**config.mk**
```make
export PLATFORM = sky130hd
export DESIGN_NAME = obl_loader
export DESIGN_NICKNAME = d
export VERILOG_FILES = /design/src/inc/obl_pkg.sv /design/src/logic/obl_fifo.sv /design/src/logic/obl_loader.sv
export VERILOG_INCLUDE_DIRS = /design/src /design/src/inc
export SDC_FILE = /design/constraint.sdc
export NUM_CORES = 1
export LEC_CHECK = 0
export BUFFER_PORTS_ARGS = -buffer_cell sky130_fd_sc_hd__buf_4
export CAP_MARGIN = 10
export CORE_MARGIN = 5
export CORE_UTILIZATION = 56
export DETAILED_ROUTE_END_ITERATION = 12
export PLACE_DENSITY = 0.83
export SLEW_MARGIN = 20
export SYNTH_ARGS = -nofsm -noshare
export SYNTH_HDL_FRONTEND = slang
export SYNTH_SLANG_ARGS = --single-unit
```
**constraint.sdc**
```tcl
create_clock -name ref_clk -period 2.95 [get_ports ref_clk]
set_input_delay 0.885 -clock ref_clk [delete_from_list [all_inputs] [get_ports ref_clk]]
set_output_delay 0.885 -clock ref_clk [all_outputs]
set_load 0.01 [all_outputs]
```
**src/inc/obl_consts.svh**
```systemverilog
// Constants for the boot image loader: layout offsets, markers and timing counts.
`ifndef OBL_CONSTS_SVH
`define OBL_CONSTS_SVH
`define OBL_OTP_WORDS 8192
`define OBL_OTP_AW 13
`define OBL_VEC_BASE 13'h0000
`define OBL_VEC_WORDS 64
`define OBL_HDR_WORDS 64
`define OBL_HDR_BASE_BYTE 16'h7f00
`define OBL_APP_FLAG1_BYTE 16'h7f00
`define OBL_LEN_BYTE 16'h7ff8
`define OBL_DBG_BYTE 16'h7ffc
`define OBL_APP_MARKER 32'h1234a5a5
`define OBL_DBG_ON 8'h00
`define OBL_DBG_OFF 8'haa
`define OBL_RD_LAT 2
`endif

```
**src/inc/obl_pkg.sv**
```systemverilog
// Types shared by the boot image loader files.
package obl_pkg;
    typedef enum logic [1:0] {
        OBL_MODE_NORMAL,
        OBL_MODE_DEVEL,
        OBL_MODE_CALIB
    } obl_mode_t;
    typedef enum logic [1:0] {
        OBL_REMAP_ROM,
        OBL_REMAP_SRAM,
        OBL_REMAP_RET
    } obl_remap_t;
    typedef struct packed {
        logic [12:0] addr;
        logic [31:0] data;
    } obl_word_t;
    typedef struct packed {
        logic done;
        logic app_present;
        logic dbg_enable;
        logic [12:0] length;
    } obl_status_t;
endpackage

```
**src/logic/obl_fifo.sv**
```systemverilog
// Parameterised word FIFO with valid/ready on both sides.
`timescale 1ns/1ns
module obl_fifo #(
    parameter int WIDTH = 45,
    parameter int DEPTH = 16
) (
    input wire logic ref_clk,
    input wire logic nrst,
    input wire logic flush,
    input wire logic in_valid,
    output logic in_ready,
    input wire logic [WIDTH-1:0] in_data,
    output logic out_valid,
    input wire logic out_ready,
    output logic [WIDTH-1:0] out_data
);
    localparam int AW = $clog2(DEPTH);
    logic [WIDTH-1:0] mem [DEPTH];
    logic [AW-1:0] wp_reg, wp_next, rp_reg, rp_next;
    logic [AW:0] cnt_reg, cnt_next;
    logic push, pop;

    always_comb begin
        push = in_valid && in_ready;
        pop = out_valid && out_ready;
        wp_next = push ? wp_reg + 1'b1 : wp_reg;
        rp_next = pop ? rp_reg + 1'b1 : rp_reg;
        cnt_next = cnt_reg + (AW+1)'(push) - (AW+1)'(pop);
        if (flush) begin
            wp_next = '0;
            rp_next = '0;
            cnt_next = '0;
        end
    end

    always_ff @(posedge ref_clk or negedge nrst) begin
        if (!nrst) begin
            wp_reg <= '0;
            rp_reg <= '0;
            cnt_reg <= '0;
        end else begin
            wp_reg <= wp_next;
            rp_reg <= rp_next;
            cnt_reg <= cnt_next;
        end
    end

    always_ff @(posedge ref_clk) begin
        if (push) begin
            mem[wp_reg] <= in_data;
        end
    end

    assign in_ready = (cnt_reg != (AW+1)'(DEPTH));
    assign out_valid = (cnt_reg != '0);
    assign out_data = mem[rp_reg];

    // The loader offers each word for one cycle only, so a word offered while full would be lost.
    chk_fifo_no_overflow: assert property (@(posedge ref_clk) disable iff (!nrst)
        cnt_reg == (AW+1)'(DEPTH) |-> !in_valid) else $error("fifo offered a word while full");
endmodule // obl_fifo

```
**src/logic/obl_loader.sv**
```systemverilog
// Boot image loader: copies the program image from the OTP array into system SRAM.
//
// Summary of operation
// The loader addresses an OTP array of 8192 words of 32 bits each.
// The image starts with a 64-word interrupt vector list at address zero, copied as part of the image.
// The top 64 words of the array are a configuration header read by the loader and boot code.
// The programmer leaves one blank word between customer code and the first patch area.
// Each patch area is a header plus payload, stacked above the customer code.
// In normal mode every boot or wake-up copies the image into SRAM with no software help; the loader skips the copy without the app marker.
// After the copy, control passes to SRAM by a software reset or a jump request.
// The copy runs while the fast RC oscillator clocks the block and the main crystal settles.
// In development mode address zero is remapped onto the memory holding the downloaded code and the core resets.
// The product maker programs the device address and the crystal trim into header fields.
// The header length word gives the number of 32-bit words to copy.
// The top header word enables the debug port when zero and disables it when 0xaa.
// An application is present only when the first application flag word holds its marker.
// The core is held out of SRAM until the full count is copied, then done is raised; with no application marker the core is released with nothing copied.
`timescale 1ns/1ns
`include "obl_consts.svh"
module obl_loader import obl_pkg::*; #(
    parameter int AW = `OBL_OTP_AW,
    parameter int FIFO_DEPTH = 16
) (
    input wire logic ref_clk,
    input wire logic nrst,
    input wire logic boot_req,
    input wire obl_mode_t mode,
    input wire obl_remap_t devel_target,
    input wire logic use_jump,
    input wire logic fast_rc_oscillator_on,
    input wire logic main_crystal_oscillator_ready,
    output logic otp_rd_en,
    output logic [AW-1:0] otp_addr,
    input wire logic [31:0] otp_rdata,
    output logic sram_we,
    output logic [AW-1:0] sram_addr,
    output logic [31:0] sram_wdata,
    input wire logic sram_ready,
    output logic cpu_hold,
    output logic sw_reset,
    output logic jump_sram,
    output obl_remap_t remap_sel,
    output obl_status_t status,
    output logic copy_clk_sel_rc
);
    typedef enum logic [2:0] {
        OBL_IDLE, OBL_RD_DBG, OBL_RD_LEN, OBL_RD_FLAG, OBL_COPY, OBL_DRAIN, OBL_HANDOFF
    } obl_state_t;

    function automatic logic [AW-1:0] byte_to_word(input logic [15:0] b);
        byte_to_word = b[AW+1:2];
    endfunction

    obl_state_t st_reg, st_next;
    logic [AW-1:0] rd_ptr_reg, rd_ptr_next, wr_ptr_reg, wr_ptr_next;
    logic [AW:0] len_reg, len_next;
    logic [1:0] lat_reg, lat_next;
    logic rd_en_reg, rd_en_next, pend_reg, pend_next;
    logic [AW-1:0] pend_addr_reg, pend_addr_next;
    logic dbg_reg, dbg_next, app_reg, app_next, done_reg, done_next;
    logic hold_reg, hold_next, swr_reg, swr_next, jmp_reg, jmp_next, clk_rc_reg, clk_rc_next;
    logic we_reg, we_next;
    logic [AW-1:0] sa_reg, sa_next;
    logic [31:0] sd_reg, sd_next;
    obl_remap_t remap_reg, remap_next;
    logic f_in_valid, f_in_ready, f_out_valid, f_out_ready;
    obl_word_t f_in, f_out;

    obl_fifo #(.WIDTH($bits(obl_word_t)), .DEPTH(FIFO_DEPTH)) obl_fifo_inst (
        .ref_clk(ref_clk),
        .nrst(nrst),
        .flush(st_reg == OBL_IDLE),
        .in_valid(f_in_valid),
        .in_ready(f_in_ready),
        .in_data(f_in),
        .out_valid(f_out_valid),
        .out_ready(f_out_ready),
        .out_data(f_out)
    );

    // Read data returns one cycle after the strobe; only one read is in flight so the FIFO never overruns.
    always_comb begin
        f_in.addr = pend_addr_reg;
        f_in.data = otp_rdata;
        f_in_valid = pend_reg && (st_reg == OBL_COPY || st_reg == OBL_DRAIN);
        f_out_ready = !we_reg || sram_ready;
    end

    always_comb begin
        st_next = st_reg;
        rd_ptr_next = rd_ptr_reg;
        wr_ptr_next = wr_ptr_reg;
        len_next = len_reg;
        lat_next = lat_reg;
        rd_en_next = 1'b0;
        pend_next = rd_en_reg;
        pend_addr_next = otp_addr;
        dbg_next = dbg_reg;
        app_next = app_reg;
        done_next = done_reg;
        hold_next = hold_reg;
        swr_next = 1'b0;
        jmp_next = 1'b0;
        clk_rc_next = clk_rc_reg;
        remap_next = remap_reg;
        we_next = we_reg && !sram_ready;
        sa_next = sa_reg;
        sd_next = sd_reg;
        if (f_out_valid && f_out_ready) begin
            we_next = 1'b1;
            sa_next = f_out.addr;
            sd_next = f_out.data;
            wr_ptr_next = wr_ptr_reg + 1'b1;
        end
        case (st_reg)
            OBL_IDLE: begin
                if (boot_req) begin
                    hold_next = 1'b1;
                    done_next = 1'b0;
                    wr_ptr_next = '0;
                    if (mode == OBL_MODE_DEVEL) begin
                        remap_next = devel_target;
                        swr_next = 1'b1;
                        // Nothing is copied, so the core is let go at once to restart from the remapped memory.
                        hold_next = 1'b0;
                        done_next = 1'b1;
                    end else begin
                        remap_next = OBL_REMAP_SRAM;
                        clk_rc_next = !main_crystal_oscillator_ready && fast_rc_oscillator_on;
                        rd_en_next = 1'b1;
                        pend_addr_next = byte_to_word(`OBL_DBG_BYTE);
                        lat_next = '0;
                        st_next = OBL_RD_DBG;
                    end
                end
            end
            OBL_RD_DBG: begin
                lat_next = lat_reg + 1'b1;
                if (lat_reg == 2'(`OBL_RD_LAT - 1)) begin
                    dbg_next = (otp_rdata[7:0] != `OBL_DBG_OFF);
                    rd_en_next = 1'b1;
                    pend_addr_next = byte_to_word(`OBL_LEN_BYTE);
                    lat_next = '0;
                    st_next = OBL_RD_LEN;
                end
            end
            OBL_RD_LEN: begin
                lat_next = lat_reg + 1'b1;
                if (lat_reg == 2'(`OBL_RD_LAT - 1)) begin
                    // Clip the count so the copy never walks into the header.
                    len_next = (otp_rdata > 32'(`OBL_OTP_WORDS - `OBL_HDR_WORDS)) ?
                        (AW+1)'(`OBL_OTP_WORDS - `OBL_HDR_WORDS) : otp_rdata[AW:0];
                    rd_en_next = 1'b1;
                    pend_addr_next = byte_to_word(`OBL_APP_FLAG1_BYTE);
                    lat_next = '0;
                    st_next = OBL_RD_FLAG;
                end
            end
            OBL_RD_FLAG: begin
                lat_next = lat_reg + 1'b1;
                if (lat_reg == 2'(`OBL_RD_LAT - 1)) begin
                    app_next = (otp_rdata == `OBL_APP_MARKER);
                    rd_ptr_next = `OBL_VEC_BASE;
                    st_next = (otp_rdata == `OBL_APP_MARKER) ? OBL_COPY : OBL_HANDOFF;
                end
            end
            OBL_COPY: begin
                if ({1'b0, rd_ptr_reg} == len_reg || rd_ptr_reg == AW'(`OBL_OTP_WORDS - 1)) begin
                    st_next = OBL_DRAIN;
                end else if (!rd_en_reg && !pend_reg && f_in_ready) begin
                    // Patch areas sit inside the counted length above the customer code, so they copy like any word.
                    rd_en_next = 1'b1;
                    pend_addr_next = rd_ptr_reg;
                    rd_ptr_next = rd_ptr_reg + 1'b1;
                end
            end
            OBL_DRAIN: begin
                if ((AW+1)'(wr_ptr_next) == len_reg && !f_out_valid && !rd_en_reg && !pend_reg
                    && !we_next) begin
                    st_next = OBL_HANDOFF;
                end
            end
            OBL_HANDOFF: begin
                done_next = 1'b1;
                hold_next = 1'b0;
                clk_rc_next = 1'b0;
                if (use_jump) begin
                    jmp_next = app_reg;
                end else begin
                    swr_next = app_reg;
                end
                st_next = OBL_IDLE;
            end
            default: st_next = OBL_IDLE;
        endcase
    end

    always_ff @(posedge ref_clk or negedge nrst) begin
        if (!nrst) begin
            st_reg <= OBL_IDLE;
            rd_ptr_reg <= '0;
            wr_ptr_reg <= '0;
            len_reg <= '0;
            lat_reg <= '0;
            rd_en_reg <= 1'b0;
            pend_reg <= 1'b0;
            pend_addr_reg <= '0;
            dbg_reg <= 1'b1;
            app_reg <= 1'b0;
            done_reg <= 1'b0;
            hold_reg <= 1'b1;
            swr_reg <= 1'b0;
            jmp_reg <= 1'b0;
            clk_rc_reg <= 1'b0;
            remap_reg <= OBL_REMAP_ROM;
            we_reg <= 1'b0;
            sa_reg <= '0;
            sd_reg <= '0;
        end else begin
            st_reg <= st_next;
            rd_ptr_reg <= rd_ptr_next;
            wr_ptr_reg <= wr_ptr_next;
            len_reg <= len_next;
            lat_reg <= lat_next;
            rd_en_reg <= rd_en_next;
            pend_reg <= pend_next;
            pend_addr_reg <= pend_addr_next;
            dbg_reg <= dbg_next;
            app_reg <= app_next;
            done_reg <= done_next;
            hold_reg <= hold_next;
            swr_reg <= swr_next;
            jmp_reg <= jmp_next;
            clk_rc_reg <= clk_rc_next;
            remap_reg <= remap_next;
            we_reg <= we_next;
            sa_reg <= sa_next;
            sd_reg <= sd_next;
        end
    end

    assign otp_rd_en = rd_en_reg;
    assign otp_addr = pend_addr_reg;
    assign sram_we = we_reg;
    assign sram_addr = sa_reg;
    assign sram_wdata = sd_reg;
    assign cpu_hold = hold_reg;
    assign sw_reset = swr_reg;
    assign jump_sram = jmp_reg;
    assign remap_sel = remap_reg;
    assign copy_clk_sel_rc = clk_rc_reg;
    assign status = '{done: done_reg, app_present: app_reg, dbg_enable: dbg_reg, length: len_reg[AW-1:0]};

    // Read data one cycle late, so the decode checks can compare against what the header read returned.
    logic [31:0] otp_rdata_q;
    always_ff @(posedge ref_clk) begin
        otp_rdata_q <= otp_rdata;
    end

    chk_hold_until_done: assert property (@(posedge ref_clk) disable iff (!nrst)
        !hold_reg |-> done_reg || st_reg == OBL_IDLE) else $error("core released before copy done");
    chk_handoff_pulse: assert property (@(posedge ref_clk) disable iff (!nrst)
        (jmp_reg || (swr_reg && remap_reg == OBL_REMAP_SRAM)) |-> done_reg && !hold_reg)
        else $error("handoff without done");
    chk_dbg_decode: assert property (@(posedge ref_clk) disable iff (!nrst)
        st_reg == OBL_RD_DBG && lat_reg == 2'(`OBL_RD_LAT - 1) |=> dbg_reg == (otp_rdata_q[7:0] != `OBL_DBG_OFF))
        else $error("debug flag decode wrong");
    chk_app_marker: assert property (@(posedge ref_clk) disable iff (!nrst)
        st_reg == OBL_RD_FLAG && lat_reg == 2'(`OBL_RD_LAT - 1) |=> app_reg == (otp_rdata_q == `OBL_APP_MARKER))
        else $error("app marker decode wrong");
    chk_sram_range: assert property (@(posedge ref_clk) disable iff (!nrst)
        we_reg |-> {1'b0, sa_reg} < len_reg) else $error("write beyond length");
    chk_copy_needs_app: assert property (@(posedge ref_clk) disable iff (!nrst)
        st_reg == OBL_COPY |-> app_reg) else $error("copy without application");
    chk_devel_remap: assert property (@(posedge ref_clk) disable iff (!nrst)
        st_reg == OBL_IDLE && boot_req && mode == OBL_MODE_DEVEL |=> sw_reset && remap_reg == $past(devel_target))
        else $error("devel remap missing");
    chk_rc_clock: assert property (@(posedge ref_clk) disable iff (!nrst)
        st_reg == OBL_IDLE && boot_req && mode != OBL_MODE_DEVEL && !main_crystal_oscillator_ready
        && fast_rc_oscillator_on |=> clk_rc_reg) else $error("rc clock not selected");
endmodule // obl_loader

```
Yosys cells after proc, flatten, opt, wreduce, memory -nomap -nowiden
Memory sizes are Yosys's and may differ from the RTL's. A register that Yosys moved wholly into a read port is not among the register bits.
Index checks and enable logic that the tools add are counted.
- equal/unequal tests: 23
- reductions and logical operators: 41
- $add $sub $neg: 7
- multiplexer cells: 56
- $lt $le $gt $ge: 1
- operators by type and width (cell ; number):
    13-bit two-way mux ; 12
    13-bit one-hot mux with 4 select lines ; 1
    32-bit by 29-bit == test with 1-bit output, second input constant ; 1
    32-bit by 13-bit greater-than comparator with 1-bit output, second input constant ; 1
    13-bit by 14-bit == test with 1-bit output ; 2
    13-bit by 1-bit adder with 13-bit output, second input constant ; 2
    13-bit one-hot mux with 2 select lines ; 1
    3-bit two-way mux ; 7
    3-bit one-hot mux with 6 select lines ; 1
    1-bit two-way mux ; 17
    4-bit two-way mux ; 4
    14-bit two-way mux ; 1
    7-bit AND reduction ; 2
    13-bit == test, second input constant ; 1
    2-bit inequality test, second input constant ; 6
    1-bit logical AND ; 11
    2-bit two-way mux ; 5
    2-bit AND reduction ; 5
    3-bit == test, second input constant ; 3
    4-bit by 1-bit adder with 4-bit output, second input constant ; 2
    1-bit zero test ; 8
    8-bit inequality test, second input constant ; 1
    1-bit one-hot mux with 2 select lines ; 4
    2-bit nonzero test ; 4
    other kinds (19) ; 26
- register bits after elaboration: 83
- memories: 1
- memory bits (writable): 720
- memory list (name ; depth ; width ; rd ports ; clocked after Yosys merged registers in ; write ports ; line ; text):
    obl_fifo_inst.mem ; 16 ; 45 ; 1 ; 1 ; 1 ; obl_fifo.sv:18 ; logic [WIDTH-1:0] mem [DEPTH];

Logic depth before layout (Yosys ltp)
- depth in word-level cells: 11
- mapped depth: 14

Hierarchy
Synthesis repeated with hierarchy kept, for this count alone.
- cell total of the unflattened synthesis: 1897
- area total of the unflattened synthesis: 34010.1 sq um
- by module, submodules not included (module ; cells an instance ; times used ; area an instance (sq um)):
    obl_fifo ; 1396 ; 1 ; 28284.6
    obl_loader ; 501 ; 1 ; 5725.5

Worst setup path after synthesis
OpenSTA, ideal clock, no wires.
- path kind: input-to-reg
- from: input sram_ready
- to: register obl_fifo_inst.cnt_reg[4]
- buffers on the path: 1
- setup slack: -0.264 ns
- data arrival time: 3.135 ns
- library setup time: 0.078 ns
- data required time: 2.872 ns
- stages on the path: 12
- cell sequence: or2b_2 nand2_2 inv_2 buf_1 ha_1 inv_1 ha_1 fa_1 a21oi_1 nor2_1 or3_1 a21oi_1
- word-level cells in the longest chain between the ends: 4
- ends and longest elaborated chain (item ; line ; text):
    from (decl) ; obl_loader.sv:38 ; input wire logic sram_ready,
    1-bit logical OR ; obl_loader.sv:86 ; f_out_ready = !we_reg || sram_ready;
    1-bit logical AND ; obl_fifo.sv:25 ; pop = out_valid && out_ready;
    5-bit by 1-bit subtractor with 5-bit output ; obl_fifo.sv:28 ; cnt_next = cnt_reg + (AW+1)'(push) - (AW+1)'(pop);
    5-bit two-way mux ; obl_fifo.sv:29 ; if (flush) begin
    via obl_fifo_inst.cnt_next[4] ; obl_fifo.sv:20 ; logic [AW:0] cnt_reg, cnt_next;
    to (signal assigned) ; obl_fifo.sv:44 ; cnt_reg <= cnt_next;
    to (decl) ; obl_fifo.sv:20 ;
The timed path passes the listed nets, and every way through them passes these cells.
A chain may end at the register's enable or synchronous reset.

Worst setup path in the final report
- from: register obl_fifo_inst.cnt_reg[2]
- to: register obl_fifo_inst.cnt_reg[4]
- word-level cells in the longest chain between the ends: 5
- elaborated cells on any way between the ends: 7
- those cells by class: 2 x add/sub; 1 x eq/ne; 1 x mux; 3 x reduce/logical
- ends and longest elaborated chain (item ; line ; text):
    5-bit inequality test ; obl_fifo.sv:54 ; assign in_ready = (cnt_reg != (AW+1)'(DEPTH));
    1-bit logical AND ; obl_fifo.sv:24 ; push = in_valid && in_ready;
    5-bit by 1-bit adder with 5-bit output ; obl_fifo.sv:28 ;
    5-bit by 1-bit subtractor with 5-bit output * ; obl_fifo.sv:28 ;
    5-bit two-way mux * ; obl_fifo.sv:29 ;
    via obl_fifo_inst.cnt_next[4] ; obl_fifo.sv:20 ;
The timed path passes the listed nets; every way through them passes the cells marked *.

==> run_results.csv <==
group,metric,value,unit
final_layout,largest_register_ff_count,720,
synthesis,netlist_area,0.0335,sq mm
timing,fin_crit_sh,96.1,%
power,leakage,13.3,nW
die,die_w,255,um
synthesis,synth-edff-count,720,
grt,grt_pass1_wl,124000,um
worst_setup_path,crit_fanout,3,
timing,min_period,2.84,ns
die,start_util,56.7,%
place,gp_congestion,0.879,
timing,slew_headroom,31.9,%
synthesis,synth_top_area_cell,"edfxtp_1",
final_layout,fin_util,65.5,%
synthesis,synth_commonest_cells,"720 x edfxtp_1, 198 x mux4_2, 178 x nand2_1",
synthesis,syn_area_per_cell,19.1,sq um
grt,grt_max_degree,61,
timing,maxSlewViolCount,0,
final_layout,fin_nets,2009,
drt,first_pass_iters,5,
synthesis,synthArstFlopShare,15.1,%
clock_network,cts_buffers,83,
synthesis,synth-seq-cells,848,
synthesis,synth_most_common_cell,"edfxtp_1",
drt,wl_per_cell,30.0,um
die,core,0.0591,sq mm
final_layout,drive_above_1_share,28.6,%
worst_setup_path,cpMaxStageDelayCell,"or4b_4",
place,post-dp-hpwl,46000,um
final_layout,multi_input_area,0.00818,sq mm
clock_network,clk_path_buf_depth,3,
drt,dr.first_iter.drc_count,2398,
clock_network,hold_buffers,0,
synthesis,yosysWarnings,0,
drt,drcViolationCount,0,
place,post_dp_cell_area,0.0360,sq mm
grt,gr-total-overflow,0,
clock_network,path_clk_slew,0.06,ns
grt,grt_usage,26.2,%
place,place_ws,-0.0298,ns
synthesis,syn_inst,1753,
synthesis,ys_seq_area_share,74.1,%
synthesis,synth_top_cell_area_share,64.5,%
worst_setup_path,worst_ep_arrival_time,3.39,ns
place,numPortBuffers,124,
timing,fmax,353,MHz
worst_setup_path,worst_setup_path_start_kind,"register",
die,io_pins,125,
power,peakVddDrop,0.000582,V
final_layout,area_delta_synth_final,15.6,%
worst_setup_path,slowest_delay,0.49,ns
die,core.rowCount,89,
final_layout,seqCellArea,0.0248,sq mm
timing,finalSetupViolCount,0,
synthesis,synthTopCellsByArea,"edfxtp_1 65%, mux4_2 13%, dfrtp_1 9.4%, nand2_1 2.0%, mux2i_1 1.2%",
synthesis,synth_cell_types,70,
power,p_per_area,879,mW/mm^2
timing,tightest_slew,1.01,ns
clock_network,htreeDepth,3,
worst_setup_path,end_kind,"register",
drt,wl,83900,um
final_layout,nFillCells,3623,
timing,finClkSkew,0.0232,ns
clock_network,clk_latency,0.64,ns
synthesis,synth_nets,1812,
synthesis,synth_flop_cell,"edfxtp_1",
worst_setup_path,path_class,"register to register",
status,status,"finished clean",
die,die_h,255,um
grt,grt_pass1_vias,18800,
worst_setup_path,crit_chain,"inv_1 -> ha_2 -> or4b_4 -> nand2_4 -> inv_4 -> ha_1 -> inv_1 -> ha_2 -> fa_2 -> a21oi_2 -> nor2_1 -> or3_1 -> a21oi_1",
drt,vias,18100,
final_layout,final_cell_area,0.0387,sq mm
timing,worst_slack,0.115,ns
worst_setup_path,required,3.50,ns
grt,antenna_found_initial,4,
min_path,min-delay-path-class,"input pin to asynchronous set/reset pin",
clock_network,clock-root-buffer,"clkbuf_16",
drt,viasPerCell,6.47,
drt,drtAntennaViolNets,0,
clock_network,cts_tree,"built",
die,die_area,0.0648,sq mm
timing,final_hold_viol_count,0,
clock_network,cts_sinks,848,
flow_run,max_cap_viol_count,0,
[path summary, 6_finish.rpt]
| path | from | end | cells after the start | slack (ns) |
|---|---|---|---|---|
| max | obl_fifo_inst.cnt_reg[2] | obl_fifo_inst.cnt_reg[4] | 13 | 0.11 |
| min | nrst | st_reg[0] | 1 | 0.24 |
| max reg2reg | obl_fifo_inst.cnt_reg[2] | obl_fifo_inst.cnt_reg[4] | 13 | 0.11 |
| min reg2reg | cpu_hold | cpu_hold | 2 | 0.46 |
| max in group asynchronous | nrst | dbg_reg | 2 | 1.89 |
| min in group ref_clk | use_jump | sw_reset | 2 | 0.44 |
[critical path: cells and delay by family (launching register included)]
| kind | cells | cell delay (ns) |
|---|---|---|
| flip-flops | 1 | 0.39 |
| buffers and inverters | 3 | 0.16 |
| AND/OR/NAND/NOR | 4 | 0.98 |
| AO/OA/AOI/OAI | 2 | 0.24 |
| adder cells (fa/ha/maj) | 4 | 1.00 |
[report_power, final]
part / switching [mW] / internal, mW / leakage [nW]
Combinational: 4.45 / 4.29 / 4.00
Clock: 4.54 / 6.20 / 1.34
Sequential: 0.751 / 13.8 / 7.99
Total: 9.75 / 24.3 / 13.3
[per-stage QoR]
step / setup TNS [ns] / power (mW) / hold slack (ns) / instances
after floorplan: 0 / 20.4 / 0.435 / 1753
after global placement: -0.0177 / 23.1 / 0.451 / 2635
after detailed placement: -0.0298 / 23.4 / 0.454 / 2635
after CTS: 0 / 34.2 / 0.246 / 2788
after global routing: -0.00984 / 35.4 / 0.286 / 2793
final: 0 / 34.1 / 0.237 / 2793
[placed cells by master, fill, tap and decap left out, types with 5 or more instances in the layout]
master	n
bufinv_16	9
mux2i_1	39
clkbuf_1	20
and2_2	16
clkbuf_16	85
buf_4	176
edfxtp_1	720
nand4_1	13
and3_1	13
o22a_1	5
inv_1	16
nor2b_1	8
clkinv_1	8
o221ai_1	28
o21ai_0	25
nor3b_1	6
xnor2_1	22
nand2_1	178
buf_12	30
mux4_2	198
nor3_1	29
dfrtp_1	123
a21oi_1	13
nor2_1	61
xor2_1	27
nor4_1	13
a22o_1	5
a31oi_1	8
nand2b_1	5
clkinv_2	17
nand3_1	7
ha_1	13
[cell families (layout without fill, tap and decap cells)]
| group | Yosys count | after routing | share of synthesized area, % |
|---|---|---|---|
| simple gates | 376 | 376 | 5.36 |
| xor+xnor | 52 | 52 | 1.46 |
| buf+inv | 115 | 380 | 1.65 |
| fa+ha+maj | 16 | 16 | 0.620 |
| mux | 238 | 238 | 14.5 |
| other cells | 0 | 2 | 0 |
| compound gates | 108 | 108 | 2.33 |
| flops | 848 | 848 | 74.1 |
[timing repair]
item	in CTS	in global routing
endpoints found under the setup margin	0	1
resized for setup	0	4
setup buffers	0	3
[metal layers]
metal	track usage [%]	vias to the layer above	part of all wire [%]
li1	-	7402	-
met1	34.5	9305	35
met2	43.5	1148	51
met3	5.44	222	9.5
met4	10.8	4	4.2
met5	0	-	0.038
[layout make-up]
class | instances | area share [%]
repair buffers | 207 | 4.99
clock buffers | 108 | 5.79
clock inverters | 45 | 1.30
multi-input cells | 790 | 21.1
diodes | 2 | 0.0129
flip-flops and latches | 848 | 64.1
inverters | 20 | 0.200
well taps | 773 | 2.50
No activity file was read; power rests on OpenSTA's default activity.
